--- src/rtl/fwubh_defs.svh ---
`ifndef FWUBH_DEFS_SVH
`define FWUBH_DEFS_SVH

// Register byte addresses
`define FWUBH_A_CTRL 8'h00
`define FWUBH_A_HDR 8'h04
`define FWUBH_A_IMG 8'h08
`define FWUBH_A_CMD 8'h0c
`define FWUBH_A_STAT 8'h10
`define FWUBH_A_REV 8'h14
`define FWUBH_A_XFER 8'h18
`define FWUBH_A_CRC 8'h1c
`define FWUBH_A_COMPAT 8'h20

// Control and command fields
`define FWUBH_CTRL_ENTER 0
`define FWUBH_CTRL_EXIT 1
`define FWUBH_CMD_PEC_OK 8
`define FWUBH_CMD_HAS_DATA 9
`define FWUBH_CMD_CLEAR 8'he0

// Header layout, zero based byte index
`define FWUBH_HDR_LEN 6'd32
`define FWUBH_H_CRC 0
`define FWUBH_H_OFS 2
`define FWUBH_H_SIZE 4
`define FWUBH_H_SECT 6
`define FWUBH_H_KEY 8
`define FWUBH_H_NAME 10
`define FWUBH_H_RSVD 22
`define FWUBH_H_MAJ 23
`define FWUBH_H_MINP 24
`define FWUBH_H_MINS 25
`define FWUBH_H_HW1 26
`define FWUBH_H_HW2 27
`define FWUBH_H_BLK 28
`define FWUBH_H_WT 30

// Image check and program store
`define FWUBH_CRC_INIT 16'hffff
`define FWUBH_CRC_POLY 16'h1021
`define FWUBH_BOOT_END 16'h1000
`define FWUBH_HW_REV1 8'h01
`define FWUBH_HW_REV2 8'h00

// Write time unit
`define FWUBH_CLK_NS 10
`define FWUBH_WT_UNIT_NS 1000
`define FWUBH_WT_UNIT_CYC (`FWUBH_WT_UNIT_NS / `FWUBH_CLK_NS)

`endif

--- src/rtl/fwubh_pkg.sv ---
package fwubh_pkg;

	typedef enum logic [1:0] {
		FWUBH_BOOT = 2'b00,
		FWUBH_MAIN = 2'b01,
		FWUBH_UPLOAD = 2'b10,
		FWUBH_CHECK = 2'b11
	} fwubh_mode_e;

	typedef struct packed {
		logic [15:0] crc;
		logic [15:0] offset;
		logic [15:0] size;
		logic [15:0] sector;
		logic [15:0] key;
		logic down_rev;
		logic [6:0] major;
		logic [7:0] minor_first;
		logic [7:0] minor_second;
		logic [7:0] hw_first;
		logic [7:0] hw_second;
		logic [15:0] block_size;
		logic [15:0] write_time;
	} fwubh_hdr_s;

	typedef struct packed {
		logic boot_viol;
		logic overrun;
		logic crc_err;
		logic compat_err;
	} fwubh_flags_s;

endpackage : fwubh_pkg

--- src/rtl/fwubh_crc16.sv ---
`timescale 1ns/1ps
`default_nettype none
`include "fwubh_defs.svh"

module fwubh_crc16 (
	// Clock and reset
	input wire logic clk_sys,
	input wire logic nrst,
	// Byte stream
	input wire logic init,
	input wire logic en,
	input wire logic [7:0] data,
	// Running value
	output logic [15:0] crc
);
	logic [15:0] crc_reg;
	logic [15:0] crc_next;

	always_comb begin
		logic [15:0] c;
		c = crc_reg ^ {data, 8'h00};
		for (int i = 0; i < 8; i++) begin
			c = c[15] ? ((c << 1) ^ `FWUBH_CRC_POLY) : (c << 1);
		end
		if (init) begin
			crc_next = `FWUBH_CRC_INIT;
		end else if (en) begin
			crc_next = c;
		end else begin
			crc_next = crc_reg;
		end
	end

	always_ff @(posedge clk_sys or negedge nrst) begin
		if (!nrst) begin
			crc_reg <= `FWUBH_CRC_INIT;
		end else begin
			crc_reg <= crc_next;
		end
	end

	assign crc = crc_reg;
endmodule : fwubh_crc16
`default_nettype wire

--- src/rtl/fwubh_core.sv ---
`timescale 1ns/1ps
`default_nettype none
`include "fwubh_defs.svh"

module fwubh_core #(
	parameter logic [15:0] BOOT_END = `FWUBH_BOOT_END,
	parameter logic [7:0] HW_REV1 = `FWUBH_HW_REV1,
	parameter logic [7:0] HW_REV2 = `FWUBH_HW_REV2,
	parameter logic [6:0] WT_UNIT_CYC = 7'(`FWUBH_WT_UNIT_CYC)
) (
	// Clock and reset
	input wire logic clk_sys,
	input wire logic nrst,
	// Register port
	input wire logic [7:0] reg_addr,
	input wire logic [31:0] reg_wdata,
	input wire logic reg_wr,
	input wire logic reg_rd,
	output logic [31:0] reg_rdata,
	// Power state
	input wire logic ac_present,
	input wire logic power_on_request_n,
	input wire logic nv_main_valid,
	// Program store
	output logic prog_we,
	output logic [15:0] prog_addr,
	output logic [7:0] prog_data,
	// Supply control
	output logic run_main,
	output logic upload_active,
	output logic output_enable,
	output logic fan_enable,
	output logic protect_enable,
	output logic clear_event_records,
	output logic image_valid,
	output logic record_access_en
);
	fwubh_pkg::fwubh_mode_e mode_reg, mode_next;
	fwubh_pkg::fwubh_flags_s flags_reg, flags_next;
	fwubh_pkg::fwubh_hdr_s hdr;
	logic [7:0] hdr_mem [0:31];
	logic [5:0] hdr_cnt_reg, hdr_cnt_next;
	logic [15:0] img_cnt_reg, img_cnt_next;
	logic [15:0] blk_cnt_reg, blk_cnt_next;
	logic [22:0] wait_reg, wait_next;
	logic boot_done_reg, boot_done_next;
	logic valid_reg, valid_next;
	logic [31:0] rdata_reg, rdata_next;
	logic we_reg, we_next;
	logic [15:0] paddr_reg, paddr_next;
	logic [7:0] pdata_reg, pdata_next;
	logic clr_reg, clr_next;
	logic out_en_reg;
	logic crc_init, crc_en;
	logic [15:0] crc_val;
	logic hdr_wr, img_wr, busy, hdr_done, img_done, upload_ok, check_ok;
	logic [15:0] img_addr;

	function automatic logic [15:0] hdr_word(input int idx, input logic [7:0] m [0:31]);
		hdr_word = {m[idx + 1], m[idx]};
	endfunction : hdr_word

	function automatic logic wr_at(input logic [7:0] a, input logic [7:0] target, input logic wr);
		wr_at = wr && (a == target);
	endfunction : wr_at

	// Header field view; model name and spare byte are kept but not decoded
	always_comb begin
		hdr.crc = hdr_word(`FWUBH_H_CRC, hdr_mem);
		hdr.offset = hdr_word(`FWUBH_H_OFS, hdr_mem);
		hdr.size = hdr_word(`FWUBH_H_SIZE, hdr_mem);
		hdr.sector = hdr_word(`FWUBH_H_SECT, hdr_mem);
		hdr.key = hdr_word(`FWUBH_H_KEY, hdr_mem);
		hdr.down_rev = hdr_mem[`FWUBH_H_MAJ][7];
		hdr.major = hdr_mem[`FWUBH_H_MAJ][6:0];
		hdr.minor_first = hdr_mem[`FWUBH_H_MINP];
		hdr.minor_second = hdr_mem[`FWUBH_H_MINS];
		hdr.hw_first = hdr_mem[`FWUBH_H_HW1];
		hdr.hw_second = hdr_mem[`FWUBH_H_HW2];
		hdr.block_size = hdr_word(`FWUBH_H_BLK, hdr_mem);
		hdr.write_time = hdr_word(`FWUBH_H_WT, hdr_mem);
	end

	assign busy = (wait_reg != 23'h000000);
	assign hdr_done = (hdr_cnt_reg == `FWUBH_HDR_LEN);
	assign img_done = hdr_done && (img_cnt_reg == hdr.size);
	assign hdr_wr = wr_at(reg_addr, `FWUBH_A_HDR, reg_wr) && (mode_reg == fwubh_pkg::FWUBH_UPLOAD);
	assign img_wr = wr_at(reg_addr, `FWUBH_A_IMG, reg_wr) && (mode_reg == fwubh_pkg::FWUBH_UPLOAD);
	assign img_addr = hdr.offset + img_cnt_reg;
	// Boot loader accepts upload in any power state, main program only when on
	assign upload_ok = (mode_reg == fwubh_pkg::FWUBH_BOOT) ||
		((mode_reg == fwubh_pkg::FWUBH_MAIN) && ac_present && !power_on_request_n);
	assign check_ok = img_done && (crc_val == hdr.crc) && !flags_reg.boot_viol &&
		(hdr.hw_first == HW_REV1) && (hdr.hw_second == HW_REV2);

	fwubh_crc16 u_crc (
		.clk_sys(clk_sys),
		.nrst(nrst),
		.init(crc_init),
		.en(crc_en),
		.data(reg_wdata[7:0]),
		.crc(crc_val)
	);

	// Header store; byte 22 is stored but never read by the checks
	always_ff @(posedge clk_sys) begin
		if (hdr_wr && !hdr_done) begin
			hdr_mem[hdr_cnt_reg[4:0]] <= reg_wdata[7:0];
		end
	end

	// Mode sequencing and transfer
	always_comb begin
		mode_next = mode_reg;
		flags_next = flags_reg;
		hdr_cnt_next = hdr_cnt_reg;
		img_cnt_next = img_cnt_reg;
		blk_cnt_next = blk_cnt_reg;
		wait_next = busy ? wait_reg - 23'h000001 : wait_reg;
		boot_done_next = 1'b1;
		valid_next = valid_reg;
		we_next = 1'b0;
		paddr_next = paddr_reg;
		pdata_next = pdata_reg;
		crc_init = 1'b0;
		crc_en = 1'b0;
		case (mode_reg)
			fwubh_pkg::FWUBH_BOOT: begin
				// Always start here after reset; main runs only from a known good image
				if (!boot_done_reg && nv_main_valid) begin
					mode_next = fwubh_pkg::FWUBH_MAIN;
				end
				if (wr_at(reg_addr, `FWUBH_A_CTRL, reg_wr) && reg_wdata[`FWUBH_CTRL_ENTER] && upload_ok) begin
					mode_next = fwubh_pkg::FWUBH_UPLOAD;
				end
			end
			fwubh_pkg::FWUBH_MAIN: begin
				if (wr_at(reg_addr, `FWUBH_A_CTRL, reg_wr) && reg_wdata[`FWUBH_CTRL_ENTER] && upload_ok) begin
					mode_next = fwubh_pkg::FWUBH_UPLOAD;
				end
			end
			fwubh_pkg::FWUBH_UPLOAD: begin
				if (hdr_wr) begin
					if (!hdr_done) begin
						hdr_cnt_next = hdr_cnt_reg + 6'd1;
					end else begin
						flags_next.overrun = 1'b1;
					end
				end
				if (img_wr) begin
					if (!hdr_done || img_done || busy) begin
						flags_next.overrun = 1'b1;
					end else begin
						crc_en = 1'b1;
						img_cnt_next = img_cnt_reg + 16'h0001;
						if (img_addr < BOOT_END) begin
							flags_next.boot_viol = 1'b1;
						end else begin
							we_next = 1'b1;
							paddr_next = img_addr;
							pdata_next = reg_wdata[7:0];
						end
						// Host must pace blocks; bytes sent during the write wait are dropped, not stalled
						if (blk_cnt_reg + 16'h0001 >= hdr.block_size) begin
							blk_cnt_next = 16'h0000;
							wait_next = 23'(hdr.write_time) * 23'(WT_UNIT_CYC);
						end else begin
							blk_cnt_next = blk_cnt_reg + 16'h0001;
						end
					end
				end
				if (wr_at(reg_addr, `FWUBH_A_CTRL, reg_wr) && reg_wdata[`FWUBH_CTRL_EXIT] && !busy) begin
					mode_next = fwubh_pkg::FWUBH_CHECK;
				end
			end
			fwubh_pkg::FWUBH_CHECK: begin
				// Swap to the new image on exit, no power cycle
				valid_next = check_ok;
				if (check_ok) begin
					mode_next = fwubh_pkg::FWUBH_MAIN;
				end else begin
					mode_next = fwubh_pkg::FWUBH_BOOT;
					flags_next.crc_err = !img_done || (crc_val != hdr.crc);
					flags_next.compat_err = (hdr.hw_first != HW_REV1) ||
						(hdr.hw_second != HW_REV2);
				end
			end
			default: begin
				mode_next = fwubh_pkg::FWUBH_BOOT;
			end
		endcase
		// Fresh upload: image no longer trusted, old store is being overwritten
		if (mode_reg != fwubh_pkg::FWUBH_UPLOAD && mode_next == fwubh_pkg::FWUBH_UPLOAD) begin
			flags_next = '0;
			hdr_cnt_next = 6'd0;
			img_cnt_next = 16'h0000;
			blk_cnt_next = 16'h0000;
			wait_next = 23'h000000;
			valid_next = 1'b0;
			crc_init = 1'b1;
		end
	end

	always_ff @(posedge clk_sys or negedge nrst) begin
		if (!nrst) begin
			mode_reg <= fwubh_pkg::FWUBH_BOOT;
			flags_reg <= '0;
			hdr_cnt_reg <= 6'd0;
			img_cnt_reg <= 16'h0000;
			blk_cnt_reg <= 16'h0000;
			wait_reg <= 23'h000000;
			boot_done_reg <= 1'b0;
			valid_reg <= 1'b0;
			we_reg <= 1'b0;
			paddr_reg <= 16'h0000;
			pdata_reg <= 8'h00;
		end else begin
			mode_reg <= mode_next;
			flags_reg <= flags_next;
			hdr_cnt_reg <= hdr_cnt_next;
			img_cnt_reg <= img_cnt_next;
			blk_cnt_reg <= blk_cnt_next;
			wait_reg <= wait_next;
			boot_done_reg <= boot_done_next;
			valid_reg <= valid_next;
			we_reg <= we_next;
			paddr_reg <= paddr_next;
			pdata_reg <= pdata_next;
		end
	end

	// Register reads and event record clear, served in every power state
	always_comb begin
		clr_next = wr_at(reg_addr, `FWUBH_A_CMD, reg_wr) &&
			(reg_wdata[7:0] == `FWUBH_CMD_CLEAR) && reg_wdata[`FWUBH_CMD_PEC_OK] &&
			!reg_wdata[`FWUBH_CMD_HAS_DATA];
		rdata_next = 32'h00000000;
		if (reg_rd) begin
			case (reg_addr)
				`FWUBH_A_STAT: begin
					rdata_next = {20'h00000, mode_reg, busy, flags_reg, valid_reg,
						hdr_done, img_done, run_main, upload_active};
				end
				`FWUBH_A_REV: begin
					rdata_next = {8'h00, hdr.down_rev, hdr.major, hdr.minor_first,
						hdr.minor_second};
				end
				`FWUBH_A_XFER: begin
					rdata_next = {hdr.write_time, hdr.block_size};
				end
				`FWUBH_A_CRC: begin
					rdata_next = {hdr.crc, crc_val};
				end
				`FWUBH_A_COMPAT: begin
					rdata_next = {16'h0000, hdr.hw_first, hdr.hw_second};
				end
				default: begin
					rdata_next = 32'h00000000;
				end
			endcase
		end
	end

	always_ff @(posedge clk_sys or negedge nrst) begin
		if (!nrst) begin
			rdata_reg <= 32'h00000000;
			clr_reg <= 1'b0;
			out_en_reg <= 1'b0;
			run_main <= 1'b0;
			upload_active <= 1'b0;
		end else begin
			rdata_reg <= rdata_next;
			clr_reg <= clr_next;
			out_en_reg <= !power_on_request_n;
			run_main <= (mode_next == fwubh_pkg::FWUBH_MAIN);
			upload_active <= (mode_next == fwubh_pkg::FWUBH_UPLOAD);
		end
	end

	// Basic supply functions stay on in every mode
	always_ff @(posedge clk_sys or negedge nrst) begin
		if (!nrst) begin
			fan_enable <= 1'b0;
			protect_enable <= 1'b0;
			record_access_en <= 1'b0;
		end else begin
			fan_enable <= 1'b1;
			protect_enable <= 1'b1;
			record_access_en <= 1'b1;
		end
	end

	assign reg_rdata = rdata_reg;
	assign prog_we = we_reg;
	assign prog_addr = paddr_reg;
	assign prog_data = pdata_reg;
	assign clear_event_records = clr_reg;
	assign output_enable = out_en_reg;
	assign image_valid = valid_reg;
endmodule : fwubh_core
`default_nettype wire

--- config.mk ---
export PLATFORM = sky130hd
export DESIGN_NAME = fwubh_core
export DESIGN_NICKNAME = d
export VERILOG_FILES = /design/src/rtl/fwubh_pkg.sv /design/src/rtl/fwubh_crc16.sv /design/src/rtl/fwubh_core.sv
export VERILOG_INCLUDE_DIRS = /design/src /design/src/rtl
export SDC_FILE = /design/constraint.sdc
export NUM_CORES = 1
export LEC_CHECK = 0
export ABC_AREA = 1
export BUFFER_PORTS_ARGS = -buffer_cell sky130_fd_sc_hd__buf_2
export CELL_PAD_IN_SITES_DETAIL_PLACEMENT = 0
export CELL_PAD_IN_SITES_GLOBAL_PLACEMENT = 2
export CORE_UTILIZATION = 40
export DETAILED_ROUTE_END_ITERATION = 16
export PLACE_DENSITY_LB_ADDON = 0.1
export SLEW_MARGIN = 20
export SYNTH_ARGS = -nofsm -noshare
export SYNTH_HDL_FRONTEND = slang
export SYNTH_HIERARCHICAL = 1
export SYNTH_SLANG_ARGS = --single-unit
--- constraint.sdc ---
create_clock -name clk_sys -period 7.1 [get_ports clk_sys]
set_input_delay 0.355 -clock clk_sys [delete_from_list [all_inputs] [get_ports clk_sys]]
set_output_delay 0.355 -clock clk_sys [all_outputs]
set_load 0.1 [all_outputs]
==> results.md <==
* Status: finished clean
* H-tree depth at 1
* Final period util at 0.5124
* Vias in the first global route at 12000
* Least-Margin Pin Slew at 1.053 ns
* Num CTS Buffers at 31
* Initial antenna violation count at 1
* Final setup violation count at 0
* Rel. slew slack at 0.2981
* Routed len/inst at 17.93 µm
* CTS clock-pin slew for the worst setup and hold paths at 0.06 ns
* Fill cells at 3789
* Layout area overhead at 14.26%
* Min-delay worst type: in -> reg
* Critical path arrival at 4.16 ns
* Final wirelength at 44590 µm
* Post-CTS Setup Bufs at 0
* Multi-input logic area at 6962 µm²
* Core area at 37930 µm²
* Global-route wire length before repair at 69410 µm
* Post-route insts no fill at 2487
* Initial Utilization at 0.4089
* Die area at 39570 µm²
* Synth unique cells at between 50 and 60
* GRT overflow at 0
* Startpoint Class: flop
* Syn nets at about 2000
* DP Wirelength at between 30000 and 40000 µm
* Combinational share of power at 0.074
* GP Congestion at around 0.86
* Worst-Skew Late Latency at 0.59 ns
* Internal power at about 2800 µW
* Power Total at 3765 µW
* Largest net degree at the start of global routing at 80
* Worst clock skew at 0.01035 ns
* Final Max Slew Viols at 0
* Setup TNS at 0 ns
* Unrepaired setup endpoints after global routing: no
* Min cycle time layout at between 3 and 4 ns
* Max Root-Sink Buffers at 3
* Die Y at 198.9 µm
* FMAX at ~270 MHz
* PostCTS Resize Cnt at 0
* Placed Cells at 2425
* Worst vdd ir at ~0.38 mV
* DR pass1 iterations at 5
* Die extent in x at just under 200 µm
* Syn Area/Cell at 8.412 µm²
* Mapped Cells at 1844
* # nets final at 2100
* Flop pwr share at 0.451
* Violation count after the first detailed-route iteration at between 700 and 800
* Routed Antenna Nets at 0
* Remaining DRCs at 0
* Vias at 12433
* Critical path class: reg -> reg
* # rows at 71
* Power per cell area at between 200 and 250 nW/µm²
* Max-cap violations at 0
* Clock Root Buffer: clkbuf_16
* Critical Path RT at about 7.6 ns
* Vias per cell at between 4 and 5
* Max reg flops at 120
* CP endpoint kind: flop
* Net load switching power at 930.1 µW
* Total track usage at 0.2337
* Clock sinks at 266
* Post-synthesis sequential area ratio at 0.4691
* Leakage power at 0.008582 µW
* CTS tree: yes
* Post-route cell area at 17720 µm²
* Clock power share at 0.475
* #FFs+latches synth at 266
* Placed cell area at 16500 µm²
* Ant. Diodes at 0
* Sw Share at 0.2471
* Post-synthesis cell area at 15510 µm²
* Crit-path max FO at 11
* YS warnings at 6
* Reg area at 7277 µm²
* I/O pin count at 112
* Hold violation count in the final report at 0
* Port bufs at 89
* Layout cells sized above 1 at 0.1265
[worst paths after layout]
path / startpoint / cells past startpoint / to / slack [ns]
max: blk_cnt_reg[4]$_DFFE_PN0P_ / 17 / wait_reg[21]$_DFF_PN0_ / 3.46
min: reg_rd / 3 / reg_rdata[18]$_DFF_PN0_ / 0.09
max reg2reg: blk_cnt_reg[4]$_DFFE_PN0P_ / 17 / wait_reg[21]$_DFF_PN0_ / 3.46
min reg2reg: hdr_cnt_reg[5]$_DFFE_PN0P_ / 1 / hdr_cnt_reg[5]$_DFFE_PN0P_ / 0.46
max in group asynchronous: nrst / 3 / img_cnt_reg[13]$_DFFE_PN0P_ / 5.23
min in group asynchronous: nrst / 2 / wait_reg[10]$_DFF_PN0_ / 0.42
[placed cells by master, fill, tap and decap left out, types with 3 or more instances in the layout]
cell type / n
a21oi_1: 80
nor4_1: 12
edfxtp_1: 120
o21ai_0: 34
nand4_1: 24
o21ai_1: 10
nand3_1: 108
a22oi_1: 5
nand3b_1: 9
a21o_1: 3
nor2_2: 11
clkinvlp_4: 3
ha_1: 90
nand2_1: 529
clkinv_4: 5
xor2_1: 39
nand2_2: 20
buf_2: 88
clkbuf_8: 4
o21ai_2: 8
bufinv_16: 4
nor2_4: 6
clkbuf_16: 36
dfstp_2: 16
o22ai_1: 18
xnor2_1: 26
dfrtp_1: 130
inv_1: 277
a31oi_1: 9
dlygate4sd3_1: 4
inv_2: 9
nor2_1: 145
fa_1: 12
or2_2: 11
nand2_4: 5
nor3_1: 16
buf_4: 10
a221oi_1: 9
[power by group through the flow]
stage / clock [µW] / sequential (µW) / combinational, µW
6_report: 1790 / 1700 / 278
5_1_grt: 1870 / 1700 / 310
4_1_cts: 1820 / 1700 / 279
3_5_place_dp: 0 / 1730 / 276
3_3_place_gp: 0 / 1730 / 274
2_1_floorplan: 0 / 1760 / 138
[routing by layer]
metal	up-vias	global-route usage	routed length, µm
li1	6175	-	-
met1	5897	0.3361	21210
met2	301	0.3721	20070
met3	60	0.02882	2246
met4	0	0.05812	1066
met5	-	0	0
[logic make-up after synthesis]
group,count (synthesis),synth area share
compound gates,187,0.06994
buf+inv,318,0.08204
flops,266,0.4691
other cells,1,0.0002418
simple gates,905,0.2539
fa+ha+maj,102,0.08809
xor+xnor,65,0.03670
[area by class of cell]
class / count / share of cell area
clock buffers: 42 / 0.05436
clock inverters: 16 / 0.01257
inverters: 289 / 0.06163
multi-input cells: 1260 / 0.3928
flip-flops and latches: 266 / 0.4106
well taps: 511 / 0.03607
repair buffers: 103 / 0.03198
[per-stage QoR]
stage | utilization | worst slack, ns | hold slack (ns)
final | 0.4672 | 3.462 | 0.09293
after global routing | 0.4672 | 3.074 | 0.09363
after CTS | 0.4672 | 3.458 | 0.07681
after detailed placement | 0.4349 | 3.475 | 0.4547
after global placement | 0.4349 | 3.494 | 0.4522
after floorplan | - | 4.118 | 0.05941
[cell usage after synthesis (all sizes together)]
master	instances	area, µm²
inv	288	1089
o22ai	18	112.6
a21o	3	22.52
nand4	24	150.1
dfrtp	130	3253
edfxtp	120	3603
a22oi	5	37.54
clkinv	1	3.750
dfstp	16	420.4
fa	12	240.2
and2	1	6.260
nor3	18	112.6
nand2	554	2167
xnor2	26	227.7
a31oi	9	56.30
and3	1	6.260
a21oi	80	400.4
nor3b	1	7.510
buf	20	146.4
xor2	39	341.6
a41oi	1	8.760
a221oi	9	78.83
a31o	1	8.760
nand3	112	595.6
a211oi	2	15.01
clkbuf	9	33.78
o211ai	2	15.01
o21ai	52	290.3
ha	90	1126
conb	1	3.750
o31ai	1	7.510
nor4	12	75.07
or2	11	68.82
nand3b	9	67.56
o221ai	1	8.760
o21a	2	15.01
nor2	162	680.6
a21boi	1	7.510
[critical path: stages (launching register included)]
cell and delay (ns):
dfrtp_1 0.40, inv_1 0.09, nor4_1 0.58, nand3_1 0.24, xor2_1 0.24, inv_1 0.06
ha_1 0.28, nand2_1 0.05, inv_1 0.06, nand3_1 0.07, nor3_1 0.23, nand3_1 0.11
nand3_1 0.09, buf_4 0.25, nor2_4 0.10, inv_1 0.42, nand3_1 0.15, nor2_1 0.11
[repair_timing]
action | 4_1_cts | 5_1_grt
setup endpoints to repair | 0 | 0
hold buffers | 4 | 0
hold endpoints to repair | 64 | 0
Power figures use the tool's default switching activity.
